**config.mk**
```make
export PLATFORM = sky130hd
export DESIGN_NAME = gpt_timer_top
export DESIGN_NICKNAME = d
export VERILOG_FILES = /design/src/logic/gpt_pkg.sv /design/src/logic/gpt_timer_top.sv
export SDC_FILE = /design/constraint.sdc
export NUM_CORES = 1
export LEC_CHECK = 0
export ABC_CLOCK_PERIOD_IN_PS = 2900
export CORE_ASPECT_RATIO = 0.9
export CORE_MARGIN = 3
export CORE_UTILIZATION = 60
export CTS_BUF_LIST = sky130_fd_sc_hd__clkbuf_16
export DETAILED_ROUTE_END_ITERATION = 8
export DONT_BUFFER_PORTS = 1
export GPL_TIMING_DRIVEN = 0
export PLACE_DENSITY = 0.76
export SETUP_SLACK_MARGIN = 0.1
export SLEW_MARGIN = 30
export SYNTH_ARGS = -nofsm -noshare
export SYNTH_HDL_FRONTEND = slang
export SYNTH_SLANG_ARGS = --single-unit
```
**constraint.sdc**
```tcl
create_clock -name pclk -period 2.9 [get_ports pclk]
set_input_delay 0.58 -clock pclk [delete_from_list [all_inputs] [get_ports pclk]]
set_output_delay 0.58 -clock pclk [all_outputs]
set_load 0.1 [all_outputs]
```
**src/logic/gpt_pkg.sv**
```systemverilog
//////////////////////////////////////////////////////////////////////////////
// Purpose: Shared constants and types for the periodic down timer and the
//          free running counter block.
// Assumes: pclk at 100 MHz, APB register access with 32-bit data.
// Notes:   Byte addresses of all registers live here.
//////////////////////////////////////////////////////////////////////////////
package gpt_pkg;

  // Clock rates and derived dividers
  localparam int CLK_MHZ       = 100;
  localparam int FRC_MHZ       = 25;
  localparam int CLK25_DIV     = CLK_MHZ / FRC_MHZ;
  localparam int TICK_US       = 100;
  localparam int TICK_CYC_25   = TICK_US * FRC_MHZ;
  localparam int FRC_CLEAR_NS  = 160;

  // Register byte addresses
  localparam logic [15:0] ADDR_TIMER_CONFIG  = 16'h008C;
  localparam logic [15:0] ADDR_TIMER_COUNT   = 16'h0090;
  localparam logic [15:0] ADDR_FREE_RUN      = 16'h009C;
  localparam logic [15:0] ADDR_IRQ_STATUS    = 16'h00A0;
  localparam logic [15:0] ADDR_IRQ_ENABLE    = 16'h00A4;
  localparam logic [15:0] ADDR_MAP_MODE      = 16'h00A8;
  localparam logic [15:0] ALIAS_OFFSET       = 16'h3000;

  // Field positions
  localparam int CFG_EN_BIT        = 29;
  localparam int CFG_PRELOAD_LSB   = 0;
  localparam int CFG_PRELOAD_MSB   = 15;
  localparam int WRAP_FLAG_BIT     = 0;
  localparam int MAP_MODE_BIT      = 0;

  // Reset values and the count wrap value
  localparam logic [15:0] PRELOAD_RST  = 16'hFFFF;
  localparam logic [15:0] COUNT_RST    = 16'hFFFF;
  localparam logic [15:0] COUNT_WRAP   = 16'hFFFF;
  localparam logic [31:0] FRC_RST      = 32'h0000_0000;
  localparam logic        EN_RST       = 1'b0;

  // Timer configuration as carried inside the block
  typedef struct packed {
    logic        en;
    logic [15:0] preload;
  } timer_config_t;

  // APB slave phases
  typedef enum logic [1:0] {
    GPT_ST_IDLE   = 2'b01,
    GPT_ST_ACCESS = 2'b10
  } gpt_apb_st_t;

endpackage

```
**src/logic/gpt_timer_top.sv**
```systemverilog
//////////////////////////////////////////////////////////////////////////////
// Purpose: Periodic 16-bit down timer with a 100 us tick and a 32-bit free
//          running counter at 25 MHz, reached over an APB slave.
// Assumes: pclk is 100 MHz; presetn is the chip-level reset.
// Notes:   One interrupt output, level, high while an unmasked flag is set.
//          The bus slave has no wait states: ready is a one-cycle pulse in
//          the first access cycle, and read data is captured at setup.
//          Both rate dividers run free from reset, so enabling the timer
//          does not restart the tick phase; the first step after enable
//          may come anywhere between one and a full tick period later.
//          The status, mask and address mode words sit beside the timer
//          registers here; a wider system may move them into its own
//          interrupt block and join only through the wrap flag.
//////////////////////////////////////////////////////////////////////////////
//
// Added by the designer: register access over APB.
module gpt_timer_top
  import gpt_pkg::*;
#(
  parameter int TICK_DIV = TICK_CYC_25,
  parameter int FRC_DIV  = CLK25_DIV
) (
  input  wire logic        pclk,
  input  wire logic        presetn,
  input  wire logic        psel,
  input  wire logic        penable,
  input  wire logic        pwrite,
  input  wire logic [15:0] paddr,
  input  wire logic [31:0] pwdata,
  input  wire logic [3:0]  pstrb,
  output logic [31:0]      prdata,
  output logic             pready,
  output logic             pslverr,
  output logic             irq
);

  ////////////////////////////////////////////////////////////////////////////
  // Helpers
  // Both helpers are pure; addr_hit serves three decoders and merge the config
  // write, which keeps the alias rule and the lane merge in one place each.

  // Address match at the base, or at the alias when alias mode is on
  function automatic logic addr_hit(input logic [15:0] addr,
                                    input logic [15:0] base,
                                    input logic        alias_on);
    logic [15:0] alt;
    alt      = base + ALIAS_OFFSET;
    addr_hit = (addr == base) || (alias_on && (addr == alt));
  endfunction

  // Byte-lane merge of write data into a stored word
  function automatic logic [31:0] merge(input logic [31:0] old_v,
                                        input logic [31:0] new_v,
                                        input logic [3:0]  strb);
    logic [31:0] r;
    r = old_v;
    for (int i = 0; i < 4; i++) begin
      if (strb[i]) begin
        r[i*8 +: 8] = new_v[i*8 +: 8];
      end
    end
    merge = r;
  endfunction

  ////////////////////////////////////////////////////////////////////////////
  // Declarations

  localparam int FDW = $clog2(FRC_DIV + 1);
  localparam int TDW = $clog2(TICK_DIV + 1);
  localparam logic [FDW-1:0] FRC_LAST  = FDW'(FRC_DIV - 1);
  localparam logic [TDW-1:0] TICK_LAST = TDW'(TICK_DIV - 1);

  gpt_apb_st_t     st_q;
  gpt_apb_st_t     st_d;
  timer_config_t        cfg_q;
  timer_config_t        cfg_d;
  logic [15:0]     count_q;
  logic [15:0]     count_d;
  logic [31:0]     frc_q;
  logic [FDW-1:0]  div25_q;
  logic [TDW-1:0]  pre_q;
  logic            wrap_flag_q;
  logic            wrap_flag_d;
  logic            wrap_en_q;
  logic            map_mode_q;
  logic [31:0]     prdata_q;
  logic            pready_q;
  logic            pslverr_q;
  logic            irq_q;

  ////////////////////////////////////////////////////////////////////////////
  // Address decode
  // Only the three timer registers have an alias; the status, mask and mode
  // words answer at their base address alone. An address that matches
  // nothing is refused with an error and its write is dropped.
  // Decode is purely combinational on the held address, which the master
  // keeps steady from setup to the end of the access cycle.

  wire logic hit_cfg    = addr_hit(paddr, ADDR_TIMER_CONFIG, map_mode_q);
  wire logic hit_cnt    = addr_hit(paddr, ADDR_TIMER_COUNT, map_mode_q);
  wire logic hit_frc    = addr_hit(paddr, ADDR_FREE_RUN, map_mode_q);
  wire logic hit_sts    = (paddr == ADDR_IRQ_STATUS);
  wire logic hit_ien    = (paddr == ADDR_IRQ_ENABLE);
  wire logic hit_mode   = (paddr == ADDR_MAP_MODE);
  wire logic hit_any    = hit_cfg | hit_cnt | hit_frc | hit_sts | hit_ien | hit_mode;

  // Writes take effect only in the access cycle that completes the transfer
  wire logic setup_ph   = psel && !penable && (st_q == GPT_ST_IDLE);
  wire logic access_ph  = psel && penable && (st_q == GPT_ST_ACCESS);
  wire logic wr_go      = access_ph && pwrite && hit_any;
  wire logic wr_cfg     = wr_go && hit_cfg;
  wire logic wr_sts     = wr_go && hit_sts;
  wire logic wr_ien     = wr_go && hit_ien;
  wire logic wr_mode    = wr_go && hit_mode;

  ////////////////////////////////////////////////////////////////////////////
  // Read data selection, reserved bits read as zero

  wire logic [31:0] cfg_word = {2'h0, cfg_q.en, 13'h0000, cfg_q.preload};
  wire logic [31:0] cnt_word = {16'h0000, count_q};
  wire logic [31:0] sts_word = {31'h0000_0000, wrap_flag_q};
  wire logic [31:0] ien_word = {31'h0000_0000, wrap_en_q};
  wire logic [31:0] mod_word = {31'h0000_0000, map_mode_q};

  wire logic [31:0] rd_word =
      hit_cfg  ? cfg_word :
      hit_cnt  ? cnt_word :
      hit_frc  ? frc_q    :
      hit_sts  ? sts_word :
      hit_ien  ? ien_word :
      hit_mode ? mod_word : 32'h0000_0000;

  ////////////////////////////////////////////////////////////////////////////
  // APB phase tracking; the slave answers in the first access cycle
  // The phase state guards against a master that holds setup for more than
  // one cycle: a second setup edge is not taken until the access ends.
  // Back to back transfers are fine, since the access state always returns
  // to idle and a new setup can follow at once.

  always_comb begin
    st_d = st_q;
    case (st_q)
      GPT_ST_IDLE: begin
        if (setup_ph) begin
          st_d = GPT_ST_ACCESS;
        end
      end
      GPT_ST_ACCESS: begin
        st_d = GPT_ST_IDLE;
      end
      default: begin
        st_d = GPT_ST_IDLE;
      end
    endcase
  end

  always_ff @(posedge pclk or negedge presetn) begin
    if (!presetn) begin
      st_q <= GPT_ST_IDLE;
    end else begin
      st_q <= st_d;
    end
  end

  // Response flops: ready and data are prepared in the setup cycle
  always_ff @(posedge pclk or negedge presetn) begin
    if (!presetn) begin
      prdata_q  <= 32'h0000_0000;
      pready_q  <= 1'b0;
      pslverr_q <= 1'b0;
    end else begin
      pready_q  <= setup_ph;
      pslverr_q <= setup_ph && !hit_any;
      if (setup_ph && !pwrite) begin
        prdata_q <= rd_word;
      end else if (!setup_ph) begin
        prdata_q <= 32'h0000_0000;
      end
    end
  end

  ////////////////////////////////////////////////////////////////////////////
  // Rate dividers: 25 MHz enable from pclk, 100 us tick from 25 MHz
  // There is one clock only; the slower rates are single-cycle enables.
  // The tick is only issued together with the 25 MHz enable, so the timer
  // and the free running counter stay in step with each other.
  // A shortened tick divider is allowed for simulation; keep it above one.

  wire logic en25 = (div25_q == FRC_LAST);
  wire logic tick = en25 && (pre_q == TICK_LAST);

  always_ff @(posedge pclk or negedge presetn) begin
    if (!presetn) begin
      div25_q <= '0;
    end else if (en25) begin
      div25_q <= '0;
    end else begin
      div25_q <= div25_q + FDW'(1);
    end
  end

  // Prescaler runs free so the tick phase does not depend on enable
  always_ff @(posedge pclk or negedge presetn) begin
    if (!presetn) begin
      pre_q <= '0;
    end else if (tick) begin
      pre_q <= '0;
    end else if (en25) begin
      pre_q <= pre_q + TDW'(1);
    end
  end

  ////////////////////////////////////////////////////////////////////////////
  // Free running counter, never tied to any flag or interrupt

  always_ff @(posedge pclk or negedge presetn) begin
    if (!presetn) begin
      frc_q <= FRC_RST;
    end else if (en25) begin
      frc_q <= frc_q + 32'h0000_0001;
    end
  end

  ////////////////////////////////////////////////////////////////////////////
  // Timer configuration next value
  // Writes honour byte lanes, so a write that touches only the top byte
  // changes enable alone; the preload and the count change only by the load on a rise and the preload reset on a fall.
  // Reserved bits are never stored and always read back as zero.
  // The enable edges are seen on the write itself, not on the stored bit,
  // so the load and the preload reset happen in the same cycle as the write.

  wire logic [31:0] cfg_wr_word = merge(cfg_word, pwdata, pstrb);
  wire logic        new_en      = cfg_wr_word[CFG_EN_BIT];
  wire logic [15:0] new_preload = cfg_wr_word[CFG_PRELOAD_MSB:CFG_PRELOAD_LSB];
  wire logic        preload_wr  = wr_cfg && (pstrb[1:0] != 2'h0);
  wire logic        en_rise     = wr_cfg && new_en && !cfg_q.en;
  wire logic        en_fall     = wr_cfg && !new_en && cfg_q.en;

  always_comb begin
    cfg_d = cfg_q;
    if (wr_cfg) begin
      cfg_d.en      = new_en;
      cfg_d.preload = new_preload;
    end
    // Falling enable wins over a preload in the same write
    if (en_fall) begin
      cfg_d.preload = PRELOAD_RST;
    end
  end

  always_ff @(posedge pclk or negedge presetn) begin
    if (!presetn) begin
      cfg_q.en      <= EN_RST;
      cfg_q.preload <= PRELOAD_RST;
    end else begin
      cfg_q <= cfg_d;
    end
  end

  ////////////////////////////////////////////////////////////////////////////
  // Down counter: load on write or enable, otherwise step on tick
  // A load in the same cycle as a tick drops that step rather than stepping
  // the freshly loaded value; software then sees exactly what it wrote.
  // While disabled the count holds unless the preload is written, so a read shows where it was halted.
  // The count register ignores writes; only the preload field moves it.

  wire logic at_zero = (count_q == 16'h0000);
  wire logic wrap    = tick && cfg_q.en && at_zero && !preload_wr && !en_rise;

  always_comb begin
    count_d = count_q;
    if (preload_wr || en_rise) begin
      // A fresh value replaces any step due in this cycle
      count_d = new_preload;
    end else if (tick && cfg_q.en) begin
      if (at_zero) begin
        count_d = COUNT_WRAP;
      end else begin
        count_d = count_q - 16'h0001;
      end
    end
  end

  always_ff @(posedge pclk or negedge presetn) begin
    if (!presetn) begin
      count_q <= COUNT_RST;
    end else begin
      count_q <= count_d;
    end
  end

  ////////////////////////////////////////////////////////////////////////////
  // Sticky wrap flag, its enable and the address mode bit
  // Set beats clear: a wrap that lands in the very cycle of a clearing write
  // must not be lost, or software would miss a whole period.
  // The mask does not gate the flag; a masked wrap is still recorded and
  // raises the line as soon as the mask bit is written to one.
  // The mode bit only opens the alias window; the base map always answers.

  always_comb begin
    wrap_flag_d = wrap_flag_q;
    if (wr_sts && pstrb[0] && pwdata[WRAP_FLAG_BIT]) begin
      wrap_flag_d = 1'b0;
    end
    // A wrap in the clearing cycle is kept
    if (wrap) begin
      wrap_flag_d = 1'b1;
    end
  end

  always_ff @(posedge pclk or negedge presetn) begin
    if (!presetn) begin
      wrap_flag_q <= 1'b0;
      wrap_en_q   <= 1'b0;
      map_mode_q  <= 1'b0;
    end else begin
      wrap_flag_q <= wrap_flag_d;
      if (wr_ien && pstrb[0]) begin
        wrap_en_q <= pwdata[WRAP_FLAG_BIT];
      end
      if (wr_mode && pstrb[0]) begin
        map_mode_q <= pwdata[MAP_MODE_BIT];
      end
    end
  end

  // Interrupt follows the next flag values, so it rises with the flag
  // Using the next values costs a little logic but keeps the line from
  // lagging the flag by a cycle after a wrap or an unmasking write.
  always_ff @(posedge pclk or negedge presetn) begin
    if (!presetn) begin
      irq_q <= 1'b0;
    end else begin
      irq_q <= wrap_flag_d && (wr_ien && pstrb[0] ? pwdata[WRAP_FLAG_BIT] : wrap_en_q);
    end
  end

  ////////////////////////////////////////////////////////////////////////////
  // Outputs, all straight from flops
  // No output is a combinational function of a bus input, so the block
  // adds no path from the master's pins back to its own sampling flops.

  assign prdata  = prdata_q;
  assign pready  = pready_q;
  assign pslverr = pslverr_q;
  assign irq     = irq_q;

endmodule

```
======== After elaboration in Yosys (flattened, before gate mapping) ========
Index checks and enable logic that the tools add are counted.
storage, ports and cells
  register bits ........................... 120
  bits of input ports ..................... 57
  word-level logic and storage cells ...... 108
cells by class
  add/subtract/negate cells ............... 4
  equal/unequal tests ..................... 15
  mux-type cells .......................... 24
  bitwise operators ....................... 5
  reduce and logical (&&, ||, !) cells .... 46
operators with widths
  cell                     number
  $mux W32                 5
  $eq A16 B8 Y1 const B    6
  $mux W16                 5
  $eq A16 B14 Y1 const B   3
  $add A32 B1 Y32 const B  1
  $logic_and A1 B1 Y1      30
  $mux W12                 2
  $logic_not A16 Y1        1
  $mux W8                  2
  $sub A16 B1 Y16 const B  1
  $add A12 B1 Y12 const B  1
  $eq A12 B12 Y1 const B   1
  $reduce_bool A2 Y1       4
  $logic_not A1 Y1         7
  $mux W1                  6
  $mux W6                  1
  $or A1 B1 Y1             5
  $logic_or A1 B1 Y1       4
  $mux W2                  2
  $add A3 B1 Y3 const B    1
  $eq A3 B2 Y1 const B     1
  $mux W3                  1
  $eq A2 B1 Y1 const B     1
  $eq A2 B2 Y1 const B     1
  2 further kinds          2

======== Logic depth before layout (Yosys ltp) ========
Gate-level depths: netlist of run 1.
  word-level depth ........................ 16
  depth in mapped cells ................... 8

======== Worst setup path after synthesis of run 1 ========
OpenSTA, ideal clock, no wires.
  kind .................................... input port to flip-flop
  start point ............................. input port paddr[1]
  end point ............................... register count_q[12]
  library setup time ...................... 77 ps
  arrival time ............................ 2367 ps
  setup slack ............................. 456 ps
  stages .................................. 6
  buffers on the path ..................... 2
  path through ............................ or4b_4 > a211o_1 > or4_4 > buf_6 > buf_6 > a21o_1
between the ends
  longest elaborated chain between the ends .. 14
  elaborated cells on any way between the ends .. 28
  classes of those cells .................. eq/ne (9); mux (1); bitwise (5); reduce/logical (13)
ends and longest elaborated chain
  item                                            line                  source
  start: declaration                              gpt_timer_top.sv:28   input wire logic [15:0] paddr,
  $eq A16 B14 Y1                                  gpt_timer_top.sv:48   addr_hit = (addr == base) || (alias_on && (addr == alt));
  $logic_and A1 B1 Y1                             gpt_timer_top.sv:48
  $logic_or A1 B1 Y1                              gpt_timer_top.sv:48
  $or A1 B1 Y1 (5 in series)                      gpt_timer_top.sv:105  wire logic hit_any = hit_cfg | hit_cnt | hit_frc | hit_sts | hit_ien | hit_mode;
  $logic_and A1 B1 Y1                             gpt_timer_top.sv:110  wire logic wr_go = access_ph && pwrite && hit_any;
  $logic_and A1 B1 Y1 (*)                         gpt_timer_top.sv:111  wire logic wr_cfg = wr_go && hit_cfg;
  $logic_and A1 B1 Y1 (2 in series)               gpt_timer_top.sv:236  wire logic en_rise = wr_cfg && new_en && !cfg_q.en;
  $logic_or A1 B1 Y1 (*)                          gpt_timer_top.sv:272  if (preload_wr || en_rise) begin
  $mux W16 or $reduce_bool A2 Y1 (tied branches)  -
  end signal: assignment                          gpt_timer_top.sv:288  count_q <= count_d;
  end: declaration                                gpt_timer_top.sv:77   logic [15:0] count_q;
Every way passes the cells marked *; elsewhere a longest branch is shown, timed or not.
A chain may end at the register's enable or synchronous reset.

======== Final worst setup path of run 1 ========
  start point ............................. register count_q[7]
  end point ............................... register count_q[9]
between the ends
  longest elaborated chain between the ends .. 4
  elaborated cells on any way between the ends .. 5
  classes of those cells .................. add/sub (1); mux (3); reduce/logical (1)
ends and longest elaborated chain
  item                                                  line                                        source
  $sub A16 B1 Y16 or $logic_not A16 Y1 (tied branches)  gpt_timer_top.sv:279, gpt_timer_top.sv:267
  $mux W16 (*)                                          gpt_timer_top.sv:276                        if (at_zero) begin
  $mux W16 (*)                                          gpt_timer_top.sv:275                        end else if (tick && cfg_q.en) begin
  $mux W16 (*)                                          gpt_timer_top.sv:272
Every way passes the cells marked *; elsewhere a longest branch is shown, timed or not. The select of a mux whose other input is x is not followed.

==> impl_metrics.json, run 1 <==
{
  "yosys.cell_types.count": 61,
  "ys_warn_count": 0,
  "boundaryPins": 92,
  "fin_util": 0.709,
  "vias": 4850,
  "fmax_mhz": 409,
  "cp-startpoint": "count_q[7]",
  "grt_max_degree": 88,
  "arrival_ns": 2.78,
  "stdcell_count": 753,
  "core_area_sq_um": 9740,
  "skew_ns": 0.00971,
  "clock_sinks": 120,
  "rsz0062_at_grt": "false",
  "cts_tree": "built",
  "r2r_setup_slack_ns": 0.46,
  "critPathCaptureType": "register",
  "synth_ff_type": "dfrtp_1",
  "power.density_nw_per_um2": 583,
  "dp_hpwl_um": 10400,
  "status": "complete, no violations",
  "nets": 676,
  "final_hold_viol_count": 0,
  "syn-num-nets": 652,
  "grt_first_pass_wirelength_um": 24500,
  "maxSlewViolCount": 0,
  "ctsHtreeMaxLevel": 4,
  "rr_worst_depth": 7,
  "routedWlPerCell_um": 20.3,
  "setup_tns_ns": 0,
  "start_util": 0.620,
  "cp.required_ns": 3.23,
  "drv_cap": 0,
  "ys_ff_latch": 120,
  "synth_edf_count": 0,
  "path_clk_slew_ns": 0.05,
  "die_area_sq_um": 11300,
  "start_kind": "register",
  "synthArstFlopShare": 1.00,
  "area_growth_pct": 14.3,
  "diodes": 0,
  "clk_latency_ns": 0.42,
  "crit-reg2reg-launch": "count_q[7]",
  "worst_pin_slew_ns": 0.956,
  "p_int_uw": 3150,
  "die_width_um": 112,
  "clockRootBuffer": "clkbuf_16",
  "endpoint": "count_q[9]",
  "drive_gt1_frac": 0.152,
  "fin_crit_ns": 2.44,
  "clockBufferDepth": 2,
  "firstDrtPassIters": 4,
  "ctsResizeCount": 0,
  "gp_congestion": 0.894,
  "die_y_um": 101,
  "avgViaCountPerCell": 6.44,
  "syn_inst": 590,
  "pwr-share-comb": 0.028,
  "grt_pass1_vias": 4839,
  "cp_max_fo": 10,
  "ff_latch_area_sq_um": 3040,
  "p_total_uw": 4030,
  "setup_viol": 0,
  "swShare": 0.217,
  "p_sw_uw": 876,
  "p_clk_frac": 0.551,
  "port_buffers": 0,
  "drc_errors": 0,
  "rows": 34,
  "leakage_uw": 0.00279,
  "holdCritPathClass": "in2async",
  "synth_seq_area_share": 0.504,
  "routed_wl_um": 15300,
  "antenna_found_initial": 0,
  "worstSetupPathType": "reg2reg",
  "final_cell_mix": "87 x dfrtp_1, 42 x nand2_1, 41 x o21ai_0",
  "cts_buffers": 17,
  "period_share": 0.842,
  "syn_area_per_cell_sq_um": 10.2,
  "place_inst": 716,
  "layout_commonest_cell": "dfrtp_1",
  "syn-cell-area_sq_um": 6040,
  "postRouteAntennaNets": 0,
  "overflow": 0,
  "track_usage": 0.275,
  "seqPwrFrac": 0.421,
  "post-cts-setup-buffer-count": 0,
  "fill_cells": 701,
  "drt_iter0_drc": 470,
  "maxSlewHeadroom": 0.363,
  "worstReg2RegEnd": "count_q[9]",
  "multi_input_area_sq_um": 2820,
  "ir_drop_uv": 567
}
[worst min-delay path by stage]
stage,slack (ns),cells past startpoint,from,end
2_1_floorplan,0.28,0,presetn,cfg_q[16]
3_3_place_gp,0.29,0,presetn,prdata[13]
3_5_place_dp,0.29,0,presetn,prdata[2]
4_1_cts,0.001,0,presetn,count_q[2]
5_1_grt,0.0008,0,presetn,count_q[15]
6_report,0.01,0,presetn,count_q[6]
[layer usage]
layer	routed length, um	part of all wire	global-route usage
met1	6480	0.42	0.358
met5	0	0	0
met2	7480	0.49	0.449
met3	907	0.059	0.0681
met4	426	0.028	0.109
[synthesized netlist by cell type, types with 7 or more instances]
master    instances  area share
nor4_1            8      0.0083
or3_1            10       0.010
nor3_1            7      0.0058
nand2b_1         17       0.018
nand3_1          34       0.028
a22o_1           11       0.016
mux2i_1          21       0.035
nand2_1          42       0.026
xnor2_1          35       0.051
dfrtp_1          87        0.36
a21oi_1          20       0.017
nand4_1          21       0.022
a32oi_1          15       0.022
nor2_1           35       0.022
inv_1            14      0.0087
nand3b_1          8      0.0099
o21ai_0          41       0.034
dfstp_2          33        0.14
o22a_1           12       0.017
clkbuf_1         20       0.012
[worst max-delay path, stage by stage (launching register included)]
cell and delay [ns]:
dfstp_2 0.35, clkbuf_1 0.21, nor4_2 0.64, nand4_2 0.38, buf_2 0.31, a21oi_1 0.22
nor2_1 0.08, o22ai_1 0.17
[power by group through the flow]
stage,combinational (uW),clock [uW],sequential [uW]
after global placement,72.2,0,1720
after detailed placement,74.1,0,1720
after CTS,106,2240,1700
final,114,2220,1700
after floorplan,56.7,0,1720
after global routing,127,2320,1690
[registers in the layout, summed over array words and instances (netlist names)]
register and flops:
count_q 16, prdata 32, pready 1, wrap_flag_q 1, wrap_en_q 1, map_mode_q 1
frc_q 32, pre_q 12, div25_q 3, pslverr 1, cfg_q 17, irq 1
st_q 2
[what timing repair did]
item | in CTS | in global routing
hold buffers | 2 | 3
setup endpoints to repair | 0 | 0
endpoints found under the hold margin | 87 | 9
[through the flow]
| step | cell area [sq um] | setup slack [ns] | hold slack [ns] |
|---|---|---|---|
| 4_1_cts | 6870 | 0.140 | 0.00126 |
| 6_report | 6910 | 0.458 | 0.0133 |
| 2_1_floorplan | 6040 | 0.456 | 0.284 |
| 3_3_place_gp | 6200 | 0.129 | 0.291 |
| 5_1_grt | 6910 | 0.225 | 0.000841 |
| 3_5_place_dp | 6210 | 0.135 | 0.290 |
[area by class of cell]
| type | count | area share |
|---|---|---|
| plain buffers | 30 | 0.0206 |
| clock buffers | 17 | 0.0616 |
| clock inverters | 15 | 0.0284 |
| inverters | 15 | 0.00815 |
| multi-input cells | 425 | 0.408 |
| flip-flops and latches | 120 | 0.441 |
| well taps | 126 | 0.0228 |
| repair buffers | 5 | 0.00978 |
[logic make-up after synthesis]
logic type	synth area share
muxes	0.0404
xor gates and xnor gates	0.0565
DFF	0.504
and+or+nand+nor	0.195
AOI/OAI and AO/OA	0.161
buffers and inverters	0.0329
adders and majority gates	0.0103
Note: power is estimated with default switching activity, not from simulation.
==> run 2, diff against run 1 <==
--- a/config.mk
+++ b/config.mk
@@ -5,15 +5,15 @@
 export SDC_FILE = /design/constraint.sdc
 export NUM_CORES = 1
 export LEC_CHECK = 0
-export ABC_CLOCK_PERIOD_IN_PS = 2900
+export ABC_CLOCK_PERIOD_IN_PS = 2200
 export CORE_ASPECT_RATIO = 0.9
 export CORE_MARGIN = 3
-export CORE_UTILIZATION = 60
+export CORE_UTILIZATION = 57
 export CTS_BUF_LIST = sky130_fd_sc_hd__clkbuf_16
 export DETAILED_ROUTE_END_ITERATION = 8
 export DONT_BUFFER_PORTS = 1
 export GPL_TIMING_DRIVEN = 0
-export PLACE_DENSITY = 0.76
+export PLACE_DENSITY = 0.75
 export SETUP_SLACK_MARGIN = 0.1
 export SLEW_MARGIN = 30
 export SYNTH_ARGS = -nofsm -noshare
==> constraint.sdc (replaced) <==
create_clock -name pclk -period 2.2 [get_ports pclk]
set_input_delay 0.44 -clock pclk [delete_from_list [all_inputs] [get_ports pclk]]
set_output_delay 0.44 -clock pclk [all_outputs]
set_load 0.1 [all_outputs]
==> impl_metrics.json, run 2 (synthesis results as in run 1) <==
{
  "clk_latency_ns": 0.42,
  "core_area_sq_um": 10300,
  "drive_gt1_frac": 0.194,
  "arrival_ns": 2.52,
  "cp_max_fo": 6,
  "critPathCaptureType": "register",
  "final_area_sq_um": 7000,
  "routedWlPerCell_um": 20.5,
  "cp.required_ns": 2.54,
  "die_width_um": 115,
  "clockBufferDepth": 2,
  "worst_pin_slew_ns": 0.945,
  "gp_congestion": 0.877,
  "clock_sinks": 120,
  "skew_ns": 0.00972,
  "r2r_setup_slack_ns": 0.02,
  "fin_util": 0.680,
  "die_area_sq_um": 11900,
  "maxSlewHeadroom": 0.370,
  "overflow": 0,
  "path_clk_slew_ns": 0.06,
  "routed_wl_um": 15600,
  "status": "finished, violations left",
  "violations": "negative hold slack",
  "holdCritPathClass": "in2async",
  "period_share": 0.991,
  "antenna_found_initial": 0,
  "boundaryPins": 92,
  "fin_crit_ns": 2.18,
  "slowest_delay_ns": 0.54,
  "firstDrtPassIters": 7,
  "avgViaCountPerCell": 6.45,
  "start_kind": "register",
  "die_y_um": 104,
  "grt_pass1_vias": 4809,
  "drv_cap": 0,
  "grt_first_pass_wirelength_um": 25400,
  "worstSetupPathType": "reg2reg",
  "track_usage": 0.272,
  "setup_tns_ns": 0,
  "diodes": 0,
  "rsz0062_at_grt": "true",
  "nets": 679,
  "cp_num_buf_inv": 2,
  "crit_path_cell_trace": "or4_4, or4_4, buf_8, buf_6, o21a_1, o21ai_2, o21ai_2",
  "cts_tree": "built",
  "drt_iter0_drc": 567,
  "vias": 4897,
  "hold_ws_ns": -0.277,
  "worstReg2RegEnd": "count_q[3]",
  "crit_slowest_cell": "or4_4",
  "cts_buffers": 17,
  "grt_max_degree": 121,
  "leakage_uw": 0.00283,
  "maxSlewViolCount": 0,
  "area_growth_pct": 15.7,
  "post_dp_cell_area_sq_um": 6240,
  "final_hold_viol_count": 120,
  "fmax_mhz": 459,
  "path_delay_family": "simple AND/OR/NAND/NOR gates",
  "postRouteAntennaNets": 0,
  "ir_drop_uv": 780,
  "rows": 35,
  "ctsHtreeMaxLevel": 4,
  "power.density_nw_per_um2": 690,
  "crit-reg2reg-launch": "pre_q[5]",
  "rr_worst_depth": 7,
  "setup_viol": 0,
  "start_util": 0.587,
  "port_buffers": 0,
  "clockRootBuffer": "clkbuf_16",
  "dp_hpwl_um": 10700,
  "final_cell_mix": "87 x dfrtp_1, 41 x nand2_1, 38 x o21ai_0",
  "drc_errors": 0,
  "layout_commonest_cell": "dfrtp_1"
}
run 2: cell types whose count changed in the layout (fill, tap and decap cells not counted), sizes merged:
cell         previous run  this run
bufinv                  4         1
dlygate4sd3             4         0
buf                    11        18
clkinv                  6         9
run 2: stage by stage:
stage               cells  hold WS [ns]  total power (uW)  setup WS (ns)
floorplan             590         0.144              2350        -0.0913
global placement      719         0.150              2370         -0.430
detailed placement    719         0.149              2370         -0.459
CTS                   757        -0.292              4840         0.0500
global route          759        -0.304              4960        -0.0471
finish                759        -0.277              4830         0.0204
run 2: worst max path at each step:
stage	startpoint	endpoint	slack, ns	cells after the start
final	pre_q[5]	count_q[3]	0.02	7
after global routing	pre_q[5]	count_q[3]	-0.05	7
after CTS	pre_q[5]	count_q[8]	0.05	6
after detailed placement	paddr[1]	prdata[9]	-0.46	6
after global placement	count_q[5]	irq	-0.43	6
after floorplan	paddr[1]	count_q[12]	-0.09	6
run 2: power breakdown:
| part | switching [uW] | internal (uW) | leakage [uW] | total (uW) |
|---|---|---|---|---|
| clock network | 980 | 1510 | 0.000266 | 2490 |
| registers | 18.9 | 2220 | 0.00153 | 2240 |
| logic | 68.1 | 34.6 | 0.00103 | 103 |
| total | 1070 | 3760 | 0.00283 | 4830 |
run 2: layout make-up:
cell class                      count  area (sq um)
Timing Repair Buffer                8          63.8
Multi-Input combinational cell    425          2990
Fill cell                         760          3300
Tap cell                          129           161
Clock buffer                       17           425
Sequential cell                   120          3040
Clock inverter                     15          96.3
Buffer                             30           163
Inverter                           15          56.3
run 2: repair_timing:
item                                    4_1_cts  5_1_grt
endpoints found under the hold margin       120      120
setup buffers                                 6        2
endpoints found under the setup margin       41       38
cloned                                        0        0
resized for setup                            19       24
pin swaps                                     4        9
run 2: worst reg2reg max path, stage by stage, from the launching register on:
cell     delay [ns]
dfrtp_1        0.39
or4_4          0.54
or4_4          0.47
buf_8          0.16
buf_6          0.13
o21a_1         0.17
o21ai_2        0.17
o21ai_2        0.07
run 2: layer usage:
metal,global-route usage,routed length (um),vias to the layer above
met2,0.392,7040,214
met4,0.0925,265,0
met3,0.0853,1430,27
met1,0.390,6850,2417
li1,-,-,2239
met5,0,0,-
